==> src/include/qec_pkg.sv <==
package qec_pkg;
    // register byte offsets
    localparam logic [7:0] OFF_CONTROL   = 8'h00;
    localparam logic [7:0] OFF_IDX_HIGH  = 8'h04;
    localparam logic [7:0] OFF_IDX_LOW   = 8'h08;
    localparam logic [7:0] OFF_TMR_HIGH  = 8'h0c;
    localparam logic [7:0] OFF_TMR_LOW   = 8'h10;
    localparam logic [7:0] OFF_POS_HIGH  = 8'h14;
    localparam logic [7:0] OFF_POS_LOW   = 8'h18;
    localparam logic [7:0] OFF_INPUTS    = 8'h1c;
    // control field positions
    localparam int CTL_MODE_LSB  = 0;
    localparam int CTL_GATE_BIT  = 2;
    localparam int CTL_POL_BIT   = 3;
    localparam int CTL_DIV_LSB   = 4;
    localparam int CTL_PIMOD_LSB = 7;
    localparam int CTL_IMV_LSB   = 10;
    localparam int CTL_SWAP_BIT  = 12;
    localparam int CTL_INVA_BIT  = 13;
    localparam int CTL_INVB_BIT  = 14;
    localparam logic [15:0] CTL_RESET    = 16'h0000;
    localparam logic [15:0] CTL_WMASK    = 16'h7fff;
    localparam logic [1:0]  AXI_OKAY     = 2'h0;
    localparam logic [1:0]  AXI_SLVERR   = 2'h2;
    typedef enum logic [1:0] {
        QEC_MODE_QUAD  = 2'h0,
        QEC_MODE_EXTUD = 2'h1,
        QEC_MODE_EXTCK = 2'h2,
        QEC_MODE_TIMER = 2'h3
    } qec_mode_t;
endpackage

==> src/core/qec_prescaler.sv <==
`timescale 1ns/1ns
module qec_prescaler #(
    parameter int SEL_W = 3
) (
    input  wire logic             clk_sys,  // system clock
    input  wire logic             arst_n,   // async reset
    input  wire logic [SEL_W-1:0] sel,      // divide by 2**sel
    output logic                  tick      // one-cycle enable
);
    localparam int CNT_W = (1 << SEL_W) - 1;
    logic [(1<<SEL_W)-2:0] cnt;
    wire  [(1<<SEL_W)-2:0] limit = CNT_W'((1 << sel) - 1);
    wire                   wrap  = (cnt >= limit);

    always_ff @(posedge clk_sys or negedge arst_n) begin
        if (!arst_n) begin
            cnt  <= '0;
            tick <= 1'b0;
        end else begin
            cnt  <= wrap ? '0 : cnt + 1'b1;
            tick <= wrap;
        end
    end

    a_tick_period: assert property (@(posedge clk_sys) disable iff (!arst_n)
        ($past(arst_n) && sel == 3'h0 && $past(sel) == 3'h0 && $past(sel, 2) == 3'h0) |-> tick)
        else $error("prescaler 1:1 did not tick every cycle");
endmodule

==> src/core/qec_quad_decoder.sv <==
`timescale 1ns/1ns
module qec_quad_decoder (
    input  wire logic clk_sys,  // system clock
    input  wire logic arst_n,   // async reset
    input  wire logic phase_a,  // conditioned phase a
    input  wire logic phase_b,  // conditioned phase b
    output logic      step,     // one-cycle count pulse
    output logic      dir_dn    // direction of the step
);
    logic a_q;
    logic b_q;
    wire  moved = (phase_a ^ a_q) ^ (phase_b ^ b_q);
    // a leads b counts up: a new ^ b old
    wire  dn    = ~(phase_a ^ b_q);

    always_ff @(posedge clk_sys or negedge arst_n) begin
        if (!arst_n) begin
            a_q    <= 1'b0;
            b_q    <= 1'b0;
            step   <= 1'b0;
            dir_dn <= 1'b0;
        end else begin
            a_q    <= phase_a;
            b_q    <= phase_b;
            step   <= moved;
            dir_dn <= dn;
        end
    end

    a_single_edge: assert property (@(posedge clk_sys) disable iff (!arst_n)
        ($changed(phase_a) && $stable(phase_b)) |=> step)
        else $error("a edge produced no step");
endmodule

==> src/core/qec_core.sv <==
// The register offsets and the AXI4-Lite register port were left to the implementer.
`timescale 1ns/1ns
// Summary of operation
// - three-bit prescale selects counter clock divide 1 to 128 in powers of two.
// - polarity bit set counts down by default; external up/down may override.
// - gate enable set lets gate input stop the position counter.
// - mode 00 counts quadrature x4; mode 01 counts clock pulses with up/down input.
// - mode 10 counts external clock; mode 11 is internal timer mode.
// - modes 10 and 11 make the index counter a timer, and mode 11 the position counter too; init mode ignored.
// - in mode 00, position count clears when a and b equal match value.
// - match compares a and b after swap and inversion are applied.
// - index counter is two readable writable 16-bit words, zero at reset.
// - interval timer is two readable writable 16-bit words, zero at reset.
module qec_core (
    input  wire logic        clk_sys,        // 20 MHz clock
    input  wire logic        arst_n,         // async reset, low
    input  wire logic        encoder_phase_a,// encoder a / ext clock
    input  wire logic        encoder_phase_b,// encoder b / up-down
    input  wire logic        index_in,       // index pulse
    input  wire logic        gate_in,        // count gate
    input  wire logic [7:0]  s_axi_awaddr,   // write address
    input  wire logic        s_axi_awvalid,  // write address valid
    output logic             s_axi_awready,  // write address ready
    input  wire logic [31:0] s_axi_wdata,    // write data
    input  wire logic [3:0]  s_axi_wstrb,    // byte enables
    input  wire logic        s_axi_wvalid,   // write data valid
    output logic             s_axi_wready,   // write data ready
    output logic [1:0]       s_axi_bresp,    // write response
    output logic             s_axi_bvalid,   // write response valid
    input  wire logic        s_axi_bready,   // write response ready
    input  wire logic [7:0]  s_axi_araddr,   // read address
    input  wire logic        s_axi_arvalid,  // read address valid
    output logic             s_axi_arready,  // read address ready
    output logic [31:0]      s_axi_rdata,    // read data
    output logic [1:0]       s_axi_rresp,    // read response
    output logic             s_axi_rvalid,   // read data valid
    input  wire logic        s_axi_rready,   // read data ready
    output logic             counter_dir_dn  // registered count direction
);
    logic [15:0] encoder_control;
    logic [31:0] index_counter_32;
    logic [31:0] interval_timer_32;
    logic [31:0] position_count;
    logic        aw_held;
    logic        w_held;
    logic [7:0]  aw_addr;
    logic [31:0] w_data;
    logic [3:0]  w_strb;
    logic        idx_q;
    logic        gate_q;
    logic        bclk_q;

    // control fields
    wire [1:0] counter_mode_sel         = encoder_control[qec_pkg::CTL_MODE_LSB +: 2];
    wire       gate_input_enable        = encoder_control[qec_pkg::CTL_GATE_BIT];
    wire       count_direction_polarity = encoder_control[qec_pkg::CTL_POL_BIT];
    wire [2:0] clock_prescale_sel       = encoder_control[qec_pkg::CTL_DIV_LSB +: 3];
    wire [2:0] position_init_mode       = encoder_control[qec_pkg::CTL_PIMOD_LSB +: 3];
    wire [1:0] index_match_value        = encoder_control[qec_pkg::CTL_IMV_LSB +: 2];
    wire       swap_ab                  = encoder_control[qec_pkg::CTL_SWAP_BIT];
    wire       inv_a                    = encoder_control[qec_pkg::CTL_INVA_BIT];
    wire       inv_b                    = encoder_control[qec_pkg::CTL_INVB_BIT];

    // conditioned inputs
    wire cond_a = (swap_ab ? encoder_phase_b : encoder_phase_a) ^ inv_a;
    wire cond_b = (swap_ab ? encoder_phase_a : encoder_phase_b) ^ inv_b;

    wire tick;
    wire q_step;
    wire q_dn;

    qec_prescaler #(.SEL_W(3)) u_div (
        .clk_sys (clk_sys),
        .arst_n  (arst_n),
        .sel     (clock_prescale_sel),
        .tick    (tick)
    );

    qec_quad_decoder u_quad (
        .clk_sys (clk_sys),
        .arst_n  (arst_n),
        .phase_a (cond_a),
        .phase_b (cond_b),
        .step    (q_step),
        .dir_dn  (q_dn)
    );

    wire is_quad   = (counter_mode_sel == qec_pkg::QEC_MODE_QUAD);
    wire is_extud  = (counter_mode_sel == qec_pkg::QEC_MODE_EXTUD);
    wire is_timer  = counter_mode_sel[1];
    wire gate_ok   = !gate_input_enable || gate_q;
    wire ext_edge  = cond_a && !bclk_q;
    wire ext_ud_dn = count_direction_polarity ^ cond_b;
    wire dir_dn    = is_quad ? (q_dn ^ count_direction_polarity)
                             : (is_extud ? ext_ud_dn : count_direction_polarity);
    // ext clock edge in 01/10, prescaled clock in 11
    wire step_ext  = (counter_mode_sel == qec_pkg::QEC_MODE_TIMER) ? tick : (ext_edge && tick);
    wire pos_step  = (is_quad ? (q_step && tick) : step_ext) && gate_ok;
    wire idx_edge  = is_timer ? tick : (index_in && !idx_q && tick);
    wire ab_match  = is_quad && ({cond_a, cond_b} == index_match_value);
    wire pimod_en  = !is_timer && (position_init_mode != 3'h0);

    // bus handshake
    wire aw_ok   = aw_held && w_held && !s_axi_bvalid;
    wire [7:0] wa = aw_addr;
    wire [7:0] ra = s_axi_araddr;
    wire wr_ctl  = aw_ok && (wa == qec_pkg::OFF_CONTROL);
    wire wr_ih   = aw_ok && (wa == qec_pkg::OFF_IDX_HIGH);
    wire wr_il   = aw_ok && (wa == qec_pkg::OFF_IDX_LOW);
    wire wr_th   = aw_ok && (wa == qec_pkg::OFF_TMR_HIGH);
    wire wr_tl   = aw_ok && (wa == qec_pkg::OFF_TMR_LOW);
    wire wr_ph   = aw_ok && (wa == qec_pkg::OFF_POS_HIGH);
    wire wr_pl   = aw_ok && (wa == qec_pkg::OFF_POS_LOW);
    wire wr_hit  = wr_ctl || wr_ih || wr_il || wr_th || wr_tl || wr_ph || wr_pl;
    wire [15:0] wmask = {{8{w_strb[1]}}, {8{w_strb[0]}}};
    wire [15:0] wlo   = w_data[15:0];

    function automatic logic [15:0] merge(input logic [15:0] old, input logic [15:0] nw, input logic [15:0] m);
        merge = (old & ~m) | (nw & m);
    endfunction

    // read decode
    logic [15:0] rd_word;
    logic        rd_hit;
    assign rd_hit = (ra == qec_pkg::OFF_CONTROL) || (ra == qec_pkg::OFF_IDX_HIGH) ||
                    (ra == qec_pkg::OFF_IDX_LOW) || (ra == qec_pkg::OFF_TMR_HIGH) ||
                    (ra == qec_pkg::OFF_TMR_LOW) || (ra == qec_pkg::OFF_POS_HIGH) ||
                    (ra == qec_pkg::OFF_POS_LOW) || (ra == qec_pkg::OFF_INPUTS);
    always_comb begin
        if (ra == qec_pkg::OFF_CONTROL)       rd_word = encoder_control;
        else if (ra == qec_pkg::OFF_IDX_HIGH) rd_word = index_counter_32[31:16];
        else if (ra == qec_pkg::OFF_IDX_LOW)  rd_word = index_counter_32[15:0];
        else if (ra == qec_pkg::OFF_TMR_HIGH) rd_word = interval_timer_32[31:16];
        else if (ra == qec_pkg::OFF_TMR_LOW)  rd_word = interval_timer_32[15:0];
        else if (ra == qec_pkg::OFF_POS_HIGH) rd_word = position_count[31:16];
        else if (ra == qec_pkg::OFF_POS_LOW)  rd_word = position_count[15:0];
        else if (ra == qec_pkg::OFF_INPUTS)   rd_word = {12'h000, gate_q, idx_q, cond_b, cond_a};
        else                                  rd_word = 16'h0000;
    end

    // next values of counters
    wire [31:0] pos_inc  = dir_dn ? position_count - 32'h1 : position_count + 32'h1;
    wire [31:0] idx_inc  = (count_direction_polarity && !is_timer) ? index_counter_32 - 32'h1
                                                                   : index_counter_32 + 32'h1;
    logic [31:0] next_pos;
    logic [31:0] next_idx;
    logic [31:0] next_tmr;
    always_comb begin
        next_pos = position_count;
        if (ab_match)       next_pos = 32'h0;
        else if (pos_step)  next_pos = pos_inc;
        else if (pimod_en && index_in && !idx_q && tick) next_pos = 32'h0;
        if (wr_ph) next_pos[31:16] = merge(position_count[31:16], wlo, wmask);
        if (wr_pl) next_pos[15:0]  = merge(position_count[15:0], wlo, wmask);
        next_idx = idx_edge ? idx_inc : index_counter_32;
        if (wr_ih) next_idx[31:16] = merge(index_counter_32[31:16], wlo, wmask);
        if (wr_il) next_idx[15:0]  = merge(index_counter_32[15:0], wlo, wmask);
        next_tmr = (tick && gate_ok) ? interval_timer_32 + 32'h1 : interval_timer_32;
        if (wr_th) next_tmr[31:16] = merge(interval_timer_32[31:16], wlo, wmask);
        if (wr_tl) next_tmr[15:0]  = merge(interval_timer_32[15:0], wlo, wmask);
    end

    always_ff @(posedge clk_sys or negedge arst_n) begin
        if (!arst_n) begin
            position_count    <= 32'h0;
            index_counter_32  <= 32'h0;
            interval_timer_32 <= 32'h0;
            encoder_control   <= qec_pkg::CTL_RESET;
            idx_q             <= 1'b0;
            gate_q            <= 1'b0;
            bclk_q            <= 1'b0;
            counter_dir_dn    <= 1'b0;
        end else begin
            position_count    <= next_pos;
            index_counter_32  <= next_idx;
            interval_timer_32 <= next_tmr;
            if (wr_ctl)
                encoder_control <= merge(encoder_control, wlo, wmask) & qec_pkg::CTL_WMASK;
            idx_q             <= index_in;
            gate_q            <= gate_in;
            if (tick)
                bclk_q <= cond_a;
            counter_dir_dn    <= dir_dn;
        end
    end

    // axi-lite write channel
    always_ff @(posedge clk_sys or negedge arst_n) begin
        if (!arst_n) begin
            aw_held       <= 1'b0;
            w_held        <= 1'b0;
            aw_addr       <= 8'h00;
            w_data        <= 32'h0;
            w_strb        <= 4'h0;
            s_axi_awready <= 1'b0;
            s_axi_wready  <= 1'b0;
            s_axi_bvalid  <= 1'b0;
            s_axi_bresp   <= qec_pkg::AXI_OKAY;
        end else begin
            s_axi_awready <= !aw_held && !s_axi_awready && !s_axi_bvalid;
            s_axi_wready  <= !w_held && !s_axi_wready && !s_axi_bvalid;
            if (s_axi_awvalid && s_axi_awready) begin
                aw_held <= 1'b1;
                aw_addr <= s_axi_awaddr;
            end
            if (s_axi_wvalid && s_axi_wready) begin
                w_held <= 1'b1;
                w_data <= s_axi_wdata;
                w_strb <= s_axi_wstrb;
            end
            if (aw_ok) begin
                aw_held      <= 1'b0;
                w_held       <= 1'b0;
                s_axi_bvalid <= 1'b1;
                s_axi_bresp  <= wr_hit ? qec_pkg::AXI_OKAY : qec_pkg::AXI_SLVERR;
            end else if (s_axi_bvalid && s_axi_bready) begin
                s_axi_bvalid <= 1'b0;
            end
        end
    end

    // axi-lite read channel
    always_ff @(posedge clk_sys or negedge arst_n) begin
        if (!arst_n) begin
            s_axi_arready <= 1'b0;
            s_axi_rvalid  <= 1'b0;
            s_axi_rdata   <= 32'h0;
            s_axi_rresp   <= qec_pkg::AXI_OKAY;
        end else begin
            s_axi_arready <= !s_axi_arready && !s_axi_rvalid && s_axi_arvalid;
            if (s_axi_arvalid && s_axi_arready) begin
                s_axi_rvalid <= 1'b1;
                s_axi_rdata  <= {16'h0000, rd_word};
                s_axi_rresp  <= rd_hit ? qec_pkg::AXI_OKAY : qec_pkg::AXI_SLVERR;
            end else if (s_axi_rvalid && s_axi_rready) begin
                s_axi_rvalid <= 1'b0;
            end
        end
    end

    a_match_clears: assert property (@(posedge clk_sys) disable iff (!arst_n)
        (ab_match && !wr_ph && !wr_pl) |=> (position_count == 32'h0))
        else $error("index match did not clear position");
    a_gate_holds: assert property (@(posedge clk_sys) disable iff (!arst_n)
        (gate_input_enable && !gate_q && !ab_match && !wr_ph && !wr_pl && !pimod_en)
        |=> $stable(position_count))
        else $error("gated position counter moved");
    a_quad_step: assert property (@(posedge clk_sys) disable iff (!arst_n)
        (is_quad && pos_step && !dir_dn && !ab_match && !wr_ph && !wr_pl)
        |=> (position_count == $past(position_count) + 32'h1))
        else $error("quadrature step did not count up by one");
    a_timer_mode: assert property (@(posedge clk_sys) disable iff (!arst_n)
        (is_timer && tick && !wr_il && !wr_ih)
        |=> (index_counter_32 == $past(index_counter_32) + 32'h1))
        else $error("timer mode index counter did not advance");
    a_polarity_down: assert property (@(posedge clk_sys) disable iff (!arst_n)
        (counter_mode_sel == qec_pkg::QEC_MODE_TIMER && count_direction_polarity) |=> counter_dir_dn)
        else $error("polarity did not set down direction");
    a_idx_write: assert property (@(posedge clk_sys) disable iff (!arst_n)
        (wr_il && w_strb[1:0] == 2'h3) |=> (index_counter_32[15:0] == $past(w_data[15:0])))
        else $error("index low write lost");
    a_tmr_write: assert property (@(posedge clk_sys) disable iff (!arst_n)
        (wr_th && w_strb[1:0] == 2'h3) |=> (interval_timer_32[31:16] == $past(w_data[15:0])))
        else $error("timer high write lost");
    a_mode_extud: assert property (@(posedge clk_sys) disable iff (!arst_n)
        (is_extud && !ext_edge) |-> !pos_step)
        else $error("ext count stepped without clock edge");
    a_timer_tick: assert property (@(posedge clk_sys) disable iff (!arst_n)
        (counter_mode_sel == qec_pkg::QEC_MODE_TIMER && tick && gate_ok) |-> pos_step)
        else $error("timer mode missed a tick");
    // direction, timer, gating, refusal, control mask and write response hold checks
    a_index_down: assert property (@(posedge clk_sys) disable iff (!arst_n)
        (idx_edge && !is_timer && count_direction_polarity && !wr_il && !wr_ih)
        |=> (index_counter_32 == $past(index_counter_32) - 32'h1))
        else $error("index counter did not count down");
    a_timer_pos: assert property (@(posedge clk_sys) disable iff (!arst_n)
        (is_timer && pos_step && !dir_dn && !wr_ph && !wr_pl)
        |=> (position_count == $past(position_count) + 32'h1))
        else $error("timer mode position did not advance");
    a_gate_timer: assert property (@(posedge clk_sys) disable iff (!arst_n)
        (gate_input_enable && !gate_q && !wr_th && !wr_tl) |=> $stable(interval_timer_32))
        else $error("gated interval timer moved");
    a_quad_tick: assert property (@(posedge clk_sys) disable iff (!arst_n)
        (is_quad && !tick) |-> !pos_step)
        else $error("quadrature step without prescale tick");
    a_write_slverr: assert property (@(posedge clk_sys) disable iff (!arst_n)
        (aw_ok && !wr_hit) |=> (s_axi_bvalid && s_axi_bresp == qec_pkg::AXI_SLVERR))
        else $error("unmapped write not refused");
    a_read_slverr: assert property (@(posedge clk_sys) disable iff (!arst_n)
        (s_axi_arvalid && s_axi_arready && !rd_hit)
        |=> (s_axi_rvalid && s_axi_rresp == qec_pkg::AXI_SLVERR && s_axi_rdata == 32'h0))
        else $error("unmapped read not refused");
    a_ctl_mask: assert property (@(posedge clk_sys) disable iff (!arst_n)
        wr_ctl |=> (encoder_control[15] == 1'b0))
        else $error("control top bit became set");
    a_bvalid_stands: assert property (@(posedge clk_sys) disable iff (!arst_n)
        (s_axi_bvalid && !s_axi_bready) |=> s_axi_bvalid)
        else $error("write response dropped before ready");
    c_quad_count: cover property (@(posedge clk_sys) disable iff (!arst_n) is_quad && pos_step);
    c_match: cover property (@(posedge clk_sys) disable iff (!arst_n) ab_match && position_count != 32'h0);
    c_write: cover property (@(posedge clk_sys) disable iff (!arst_n) s_axi_bvalid && s_axi_bready);
    c_read: cover property (@(posedge clk_sys) disable iff (!arst_n) s_axi_rvalid && s_axi_rready);
    c_timer_mode: cover property (@(posedge clk_sys) disable iff (!arst_n) is_timer && pos_step);
endmodule

==> config.mk <==
export PLATFORM = sky130hd
export DESIGN_NAME = qec_core
export DESIGN_NICKNAME = d
export VERILOG_FILES = /design/src/include/qec_pkg.sv /design/src/core/qec_prescaler.sv /design/src/core/qec_quad_decoder.sv /design/src/core/qec_core.sv
export SDC_FILE = /design/constraint.sdc
export NUM_CORES = 1
export LEC_CHECK = 0
export BUFFER_PORTS_ARGS = -buffer_cell sky130_fd_sc_hd__buf_2
export CORE_ASPECT_RATIO = 0.8
export CORE_MARGIN = 2
export CORE_UTILIZATION = 57
export CTS_BUF_LIST = sky130_fd_sc_hd__clkbuf_8
export CTS_CLUSTER_DIAMETER = 60
export DETAILED_ROUTE_END_ITERATION = 10
export PLACE_DENSITY = 0.89
export SETUP_SLACK_MARGIN = 0.05
export SYNTH_ARGS = -nofsm -noshare
export SYNTH_HDL_FRONTEND = slang
export SYNTH_SLANG_ARGS = --single-unit
==> constraint.sdc <==
create_clock -name clk_sys -period 5.2 [get_ports clk_sys]
set_input_delay 0.26 -clock clk_sys [delete_from_list [all_inputs] [get_ports clk_sys]]
set_output_delay 0.26 -clock clk_sys [all_outputs]
set_load 0.01 [all_outputs]
==> flow_summary.yaml, run 1 <==
cts:
  clock-root-buffer: "clkbuf_8"
  cts_max_path_buffers: 2
  h-tree-depth: 4
  cts_made_buffers: 17
  clk-insertion-delay-late_ns: 0.49
  cts_sinks: 178
  tritoncts: "built"
  path_clk_slew_ns: 0.10
timing:
  max_clock_freq_mhz: 218
  worst_pin_slew_ns: 1.02
  setup_viol: 0
  final.period_utilization_pct: 88.1
  final_period_minus_worst_setup_slack_ns: 4.58
  timing.setup.tns_ns: 0
  crit_path_setup_slack_layout_ns: 0.619
  report.final.slew_viol_count: 0
  rsz0062_at_grt: "false"
  timing.clock.skew_ns: 0.0151
  final_hold_viol_count: 0
  worst_slew_margin_relative_to_its_limit_pct: 31.8
run:
  max_cap_violations: 0
drt:
  drt-initial-drc-count: 1715
  detailed_routing_iterations_pass_1: 6
  drt_drc_violations_left: 0
  ant_nets: 0
  detailroute.via_count: 11400
  via_per_instance_ratio: 6.75
  detail_route.wl_per_cell_um: 21.3
  routed_wirelength_mm: 36.0
power:
  p_leak_nw: 6.00
  power_density_nw_per_um2: 594
  vdd_ir_drop_max_mv: 0.476
floorplan:
  chipHeight_um: 135
  start_util_pct: 58.7
  num_io_pins: 105
  die_footprint_um2: 22700
  rows: 47
  coreArea_um2: 20900
  chipWidth_um: 168
final_layout:
  final-seq-area_um2: 4450
  layout-drive-gt1-share_pct: 13.3
  multi_input_area_um2: 7320
  fillCellCount: 1667
  area_delta_synth_final_pct: 7.85
  final_net_count: 1552
  antenna_cells_inserted: 0
grt:
  antenna_found_initial: 0
  grt_pass1_vias: 10300
  grt_first_pass_wirelength_mm: 56.3
  gr-usage-met1_pct: 44.9
  globalRouteOverflowTotal: 0
  grt_max_degree: 80
  global_route.peak_usage_layer: "met2"
  grt.met2_usage_pct: 45.8
  track_usage_pct: 31.8
  grtUsageMet3_pct: 11.1
logic_synthesis:
  number_of_synthesized_flops_with_an_enable_pin: 0
  synth.yosys.seq_area_share_pct: 36.4
  synth_ff_type: "dfrtp_1"
  yosys_warnings: 0
  ys_ff_latch: 178
  synth-async-reset-ratio_pct: 100
  yosysUniqueCellTypes: 75
  average_footprint_of_a_synthesized_cell_um2: 8.98
  syn-instance-count: 1364
  mappedNetlistArea_um2: 12200
worst_setup_path:
  critPathRequiredTime_ns: 5.56
  worstSetupPathType: "reg -> reg"
  timing.critical_path.arrival_ns: 4.94
  kind_of_end_point_of_the_critical_path: "flip-flop"
  cp-start-kind: "flip-flop"
  worst-path-max-fanout: 20
placement:
  dpl_worst_slack_ns: 0.705
  half_perimeter_wire_length_of_the_detailed_placement_result_mm: 26.1
  place_congestion: 0.989
  port_buffer_count: 68
run_status:
  run_status: "finished, final reports clean"
min_path:
  worstHoldPathType: "in -> reg"
==> critical path, stage by stage (launching register included) <==
cell and delay (ns):
dfrtp_1 0.42, mux2i_1 0.30, xnor2_2 0.21, mux2i_1 0.12
nor2_1 0.26, xor2_4 0.59, ha_1 0.44, a21oi_1 0.25
o21ai_0 0.18, a221oi_1 0.33, o21ai_1 0.11, a221o_1 0.46
a221o_1 0.35, a31oi_1 0.20, xnor2_1 0.15, o21ai_1 0.07
==> cell usage in the layout (no fill, tap or decap), types with 5 or more instances in the layout <==
| master | n |
|---|---|
| ha_1 | 76 |
| nand4_1 | 18 |
| o21ai_0 | 98 |
| and3_1 | 24 |
| o21a_1 | 5 |
| nand2_1 | 95 |
| buf_4 | 12 |
| a21oi_1 | 122 |
| mux2_2 | 44 |
| a31oi_1 | 10 |
| xnor2_1 | 37 |
| a221o_1 | 16 |
| nand3_1 | 38 |
| a21o_1 | 26 |
| o22ai_1 | 44 |
| inv_6 | 5 |
| mux2i_1 | 35 |
| conb_1 | 18 |
| nor4_1 | 6 |
| a311oi_1 | 10 |
| dfrtp_1 | 178 |
| nor3_1 | 18 |
| nor2b_1 | 21 |
| dlygate4sd3_1 | 13 |
| o221a_2 | 15 |
| or3_1 | 8 |
| nor2_1 | 114 |
| o21bai_1 | 12 |
| a211oi_1 | 19 |
| and2_1 | 11 |
| xor2_1 | 21 |
| a22oi_1 | 20 |
| clkbuf_8 | 17 |
| inv_1 | 46 |
| o21ai_1 | 8 |
| nand2b_1 | 15 |
| buf_2 | 67 |
==> per-stage QoR <==
stage | total power [mW] | util [%] | hold slack (ns) | area [um2] | instances
2_1_floorplan | 5.54 | - | -0.0356 | 12300 | 1381
3_3_place_gp | 6.59 | 60.9 | 0.342 | 12700 | 1648
3_5_place_dp | 6.74 | 60.9 | 0.344 | 12700 | 1648
4_1_cts | 7.68 | 63.3 | 0.00183 | 13200 | 1693
5_1_grt | 8.33 | 63.3 | 0.00111 | 13200 | 1693
6_report | 7.85 | 63.3 | 0.00565 | 13200 | 1693
==> layer usage <==
layer	share of wire (%)	up-vias	routed length (um)
li1	-	5140	-
met1	41	5418	14800
met2	41	745	14900
met3	14	124	5120
met4	3.2	0	1160
met5	0	-	0
==> area by class of cell <==
class,instances,share of cell area [%]
Multi-Input combinational cell,1075,55.4
Sequential cell,178,33.7
Clock buffer,17,1.77
Timing Repair Buffer,93,4.29
Inverter,46,1.31
Tap cell,269,2.55
Clock inverter,15,0.938
==> cells by family (layout without fill, tap and decap cells) <==
| family | after synthesis | after routing | share of synthesized area (%) |
|---|---|---|---|
| muxes | 83 | 83 | 7.50 |
| and+or+nand+nor | 385 | 385 | 15.0 |
| buffers and inverters | 128 | 171 | 4.54 |
| adders and majority gates | 78 | 78 | 8.09 |
| other | 1 | 18 | 0.0306 |
| xor gates and xnor gates | 61 | 61 | 4.48 |
| DFF | 178 | 178 | 36.4 |
| AOI/OAI and AO/OA | 450 | 450 | 24.0 |
==> worst paths after layout <==
| check | start | slack (ns) | cells after the start | endpoint |
|---|---|---|---|---|
| max | flip-flop | 0.62 | 15 | flip-flop |
| min | s_axi_wstrb[1] | 0.006 | 2 | w_strb[1] |
| max reg2reg | flip-flop | 0.62 | 15 | flip-flop |
| min reg2reg | s_axi_arready | 0.46 | 1 | s_axi_arready |
| max in group asynchronous | arst_n | 3.66 | 3 | asynchronous set/reset pin |
| min in group asynchronous | arst_n | 0.38 | 2 | asynchronous set/reset pin |
==> report_power, final <==
group | switching [mW] | total (mW) | leakage (nW) | internal (mW)
Sequential | 0.853 | 2.70 | 2.24 | 1.84
Clock | 0.567 | 0.912 | 0.185 | 0.344
Combinational | 2.40 | 4.24 | 3.58 | 1.84
==> cells in the mapped netlist, drive strengths merged, types with 3 or more instances <==
cell / count / area [um2]
and2: 12 / 75.1
o221ai: 3 / 26.3
mux2: 44 / 495
a31oi: 10 / 62.6
o21a: 5 / 37.5
a311oi: 10 / 87.6
a2111oi: 3 / 33.8
a211o: 4 / 43.8
o22ai: 44 / 275
a22oi: 20 / 150
dfrtp: 178 / 4450
o21ai: 106 / 531
or3: 8 / 50.1
or2: 4 / 25.0
mux2i: 37 / 378
a21boi: 3 / 22.5
a21o: 26 / 195
nor4: 6 / 37.5
clkbuf: 50 / 189
nor2: 114 / 428
xor2: 22 / 193
a221oi: 3 / 26.3
nor3b: 4 / 30.0
inv: 46 / 173
nand4: 18 / 113
ha: 76 / 951
nand2: 95 / 357
a211oi: 19 / 143
nand2b: 15 / 93.8
a221o: 16 / 160
a21oi: 122 / 611
or4: 4 / 30.0
nor3: 19 / 100
o311ai: 3 / 43.8
buf: 32 / 194
a222oi: 3 / 30.0
nand3: 38 / 190
and3: 24 / 150
xnor2: 39 / 357
o31ai: 3 / 22.5
o221a: 15 / 169
nor2b: 21 / 131
o21bai: 12 / 90.1
==> repair_timing <==
action                    CTS  global route
gates resized for setup     0             0
buffers inserted            0             0
hold endpoints to repair   89             0
hold buffers               13             0
Power figures use the tool's default switching activity.
==> run 2, diff against run 1 <==
- SYNTH_HIERARCHICAL: not set -> 1
==> run 2 against run 1 <==
Hold slack improved by 0.0063 ns. Non-clock buffer count shrank 4. Flip-flop and latch count did not move. Die area down 1.3%. Area after synthesis down 1.3%.
==> flow_summary.yaml, run 2 <==
run_status:
  run_status: "finished, final reports clean"
grt:
  track_usage_pct: 32.5
  grt_pass1_vias: 10500
  grt_first_pass_wirelength_mm: 57.4
  antenna_found_initial: 0
  grt_max_degree: 72
  globalRouteOverflowTotal: 0
floorplan:
  rows: 47
  chipWidth_um: 167
  die_footprint_um2: 22400
  coreArea_um2: 20800
  num_io_pins: 105
  start_util_pct: 58.2
  chipHeight_um: 134
power:
  vdd_ir_drop_max_mv: 0.390
  relative_contribution_of_sequential_cells_to_total_power_pct: 34.8
  p_leak_nw: 5.90
  power_density_nw_per_um2: 586
  total_switching_power_mw: 3.71
  power_frac_clock_pct: 12.3
  power.combinational.fraction_pct: 52.9
  power.internal_mw: 3.95
  power.switching_fraction_pct: 48.4
  total_power_mw: 7.66
drt:
  detailroute.via_count: 11200
  via_per_instance_ratio: 6.75
  routedLengthMet1_mm: 15.1
  met2_length_mm: 14.9
  drt-initial-drc-count: 1795
  detail_route.wl_per_cell_um: 21.7
  top_signal_layer_used: "met4"
  detailed_routing_iterations_pass_1: 7
  drt_drc_violations_left: 0
  ant_nets: 0
  wl_met3_mm: 4.57
  routed_wirelength_mm: 36.2
worst_setup_path:
  timing.critical_path.arrival_ns: 4.95
  depth_of_the_worst_register_to_register_path: 16
  kind_of_end_point_of_the_critical_path: "flip-flop"
  worst-path-max-fanout: 15
  worstSetupPathType: "reg -> reg"
  cp-start-kind: "flip-flop"
  critPathRequiredTime_ns: 5.56
final_layout:
  final_net_count: 1526
  layout-drive-gt1-share_pct: 13.5
  area_delta_synth_final_pct: 8.23
  fin_util_pct: 63.0
  fillCellCount: 1655
  commonest_non_fill_non_tap_cells_in_the_layout: "dfrtp_1 (178), nand2_1 (115), nor2_1 (112)"
  antenna_cells_inserted: 0
  final_common_cell: "dfrtp_1"
logic_synthesis:
  synth_largest_area_cell: "dfrtp_1"
  synth.most_common_cell: "dfrtp_1"
  yosys-top-cells-count: "dfrtp_1 (178), nand2_1 (115), nor2_1 (112)"
  mappedNetlistArea_um2: 12100
  yosys_warnings: 6
  yosysTopAreaCellShare_pct: 36.9
  ys_ff_latch: 178
  synth.yosys.seq_area_share_pct: 36.9
  synth-async-reset-ratio_pct: 100
  number_of_synthesized_flops_with_an_enable_pin: 0
  yosysUniqueCellTypes: 87
  syn-instance-count: 1326
  synth_ff_type: "dfrtp_1"
  synth.area.top_cells: "dfrtp_1 (37%), ha_1 (7.9%), a21oi_1 (4.3%)"
  average_footprint_of_a_synthesized_cell_um2: 9.11
timing:
  crit_path_setup_slack_layout_ns: 0.607
  worst_pin_slew_ns: 1.22
  report.final.slew_viol_count: 0
  worst_slew_margin_relative_to_its_limit_pct: 17.7
  max_clock_freq_mhz: 218
  setup_viol: 0
  final_period_minus_worst_setup_slack_ns: 4.59
  final.period_utilization_pct: 88.3
  timing.clock.skew_ns: 0.0174
  rsz0062_at_grt: "false"
  final_hold_viol_count: 0
  timing.setup.tns_ns: 0
cts:
  cts_made_buffers: 17
  tritoncts: "built"
  clock-root-buffer: "clkbuf_8"
  path_clk_slew_ns: 0.11
  h-tree-depth: 4
  postCtsSetupRepairBufs: 0
  clk-insertion-delay-late_ns: 0.48
  cts_max_path_buffers: 2
  cts_sinks: 178
placement:
  dpl_worst_slack_ns: 0.750
  port_buffer_count: 68
  half_perimeter_wire_length_of_the_detailed_placement_result_mm: 26.7
  place_congestion: 1.00
min_path:
  worstHoldPathType: "in -> reg"
  timing.hold.worst_path_depth: 2
run:
  max_cap_violations: 0
-- run 2: cell count changes after synthesis, moves of 13 or more --
| cell | change |
|---|---|
| mux2i_1 | -19 |
| a22oi_1 | +15 |
| o22ai_1 | -13 |
| a222oi_1 | +17 |
| a21oi_1 | -18 |
| o21ai_0 | -19 |
| clkbuf_1 | -16 |
| a221oi_1 | +13 |
| nand2_1 | +20 |
-- run 2: cells by family after synthesis --
group	count (synthesis)	share of synthesized area (%)
compound gates	432	24.1
xor+xnor	66	4.91
fa+ha+maj	78	8.20
buf+inv	111	4.13
flops	178	36.9
mux	62	5.70
other cells	1	0.0310
simple gates	398	16.1
-- run 2: metal layers --
| metal | track usage [%] | vias to the layer above |
|---|---|---|
| li1 | - | 5051 |
| met2 | 46.7 | 738 |
| met5 | 0 | - |
| met3 | 7.64 | 136 |
| met1 | 47.5 | 5317 |
| met4 | 12.8 | 0 |
-- run 2: worst paths after layout --
kind / start / to / slack [ns]
worst max-delay path: flip-flop / flip-flop / 0.61
worst min-delay path: s_axi_wdata[5] / w_data[5] / 0.01
worst max register to register: flip-flop / flip-flop / 0.61
worst min register to register: s_axi_arready / s_axi_arready / 0.47
max in group asynchronous: arst_n / w_data[12] / 3.65
min in group asynchronous: arst_n / w_data[4] / 0.34
-- run 2: worst max-delay path, stage by stage, from the launching register on --
cell      delay, ns
dfrtp_1        0.45
mux2i_1        0.15
xnor2_1        0.35
mux2i_1        0.13
nor2_1         0.29
xor2_4         0.46
ha_1           0.36
a21oi_1        0.17
o21ai_0        0.23
a221oi_2       0.42
nor2_2         0.06
a311oi_2       0.42
o21ai_2        0.19
a221o_1        0.42
a21oi_2        0.17
or4b_1         0.12
nand3_1        0.08
-- run 2: power by group through the flow --
stage               Sequential, mW  Combinational [mW]  Clock, mW
detailed placement            2.62                3.94          0
global route                  2.67                4.48      0.998
floorplan                     2.19                3.22          0
CTS                           2.60                3.97      0.940
global placement              2.61                3.78          0
finish                        2.67                4.05      0.944
-- run 2: layout make-up --
cell class | instances | area [um2] | share of cell area (%)
inverter | 45 | 169 | 1.29
sequential | 178 | 4450 | 34.1
clock inverter | 14 | 135 | 1.03
tap | 269 | 337 | 2.57
multi-input combinational | 1054 | 7210 | 55.2
clock buffer | 17 | 234 | 1.79
timing repair buffer | 89 | 537 | 4.10
-- run 2: what timing repair did --
action,in CTS,in global routing
hold endpoints to repair,79,2
hold buffers,11,2
gates resized for setup,0,0
-- run 2: through the flow --
step / std cells / instance area, um2 / hold slack [ns]
floorplan: 1343 / 12200 / -0.0356
global placement: 1622 / 12600 / 0.311
detailed placement: 1622 / 12600 / 0.321
CTS: 1664 / 13100 / 0.00240
global route: 1666 / 13100 / 0.0110
finish: 1666 / 13100 / 0.0120
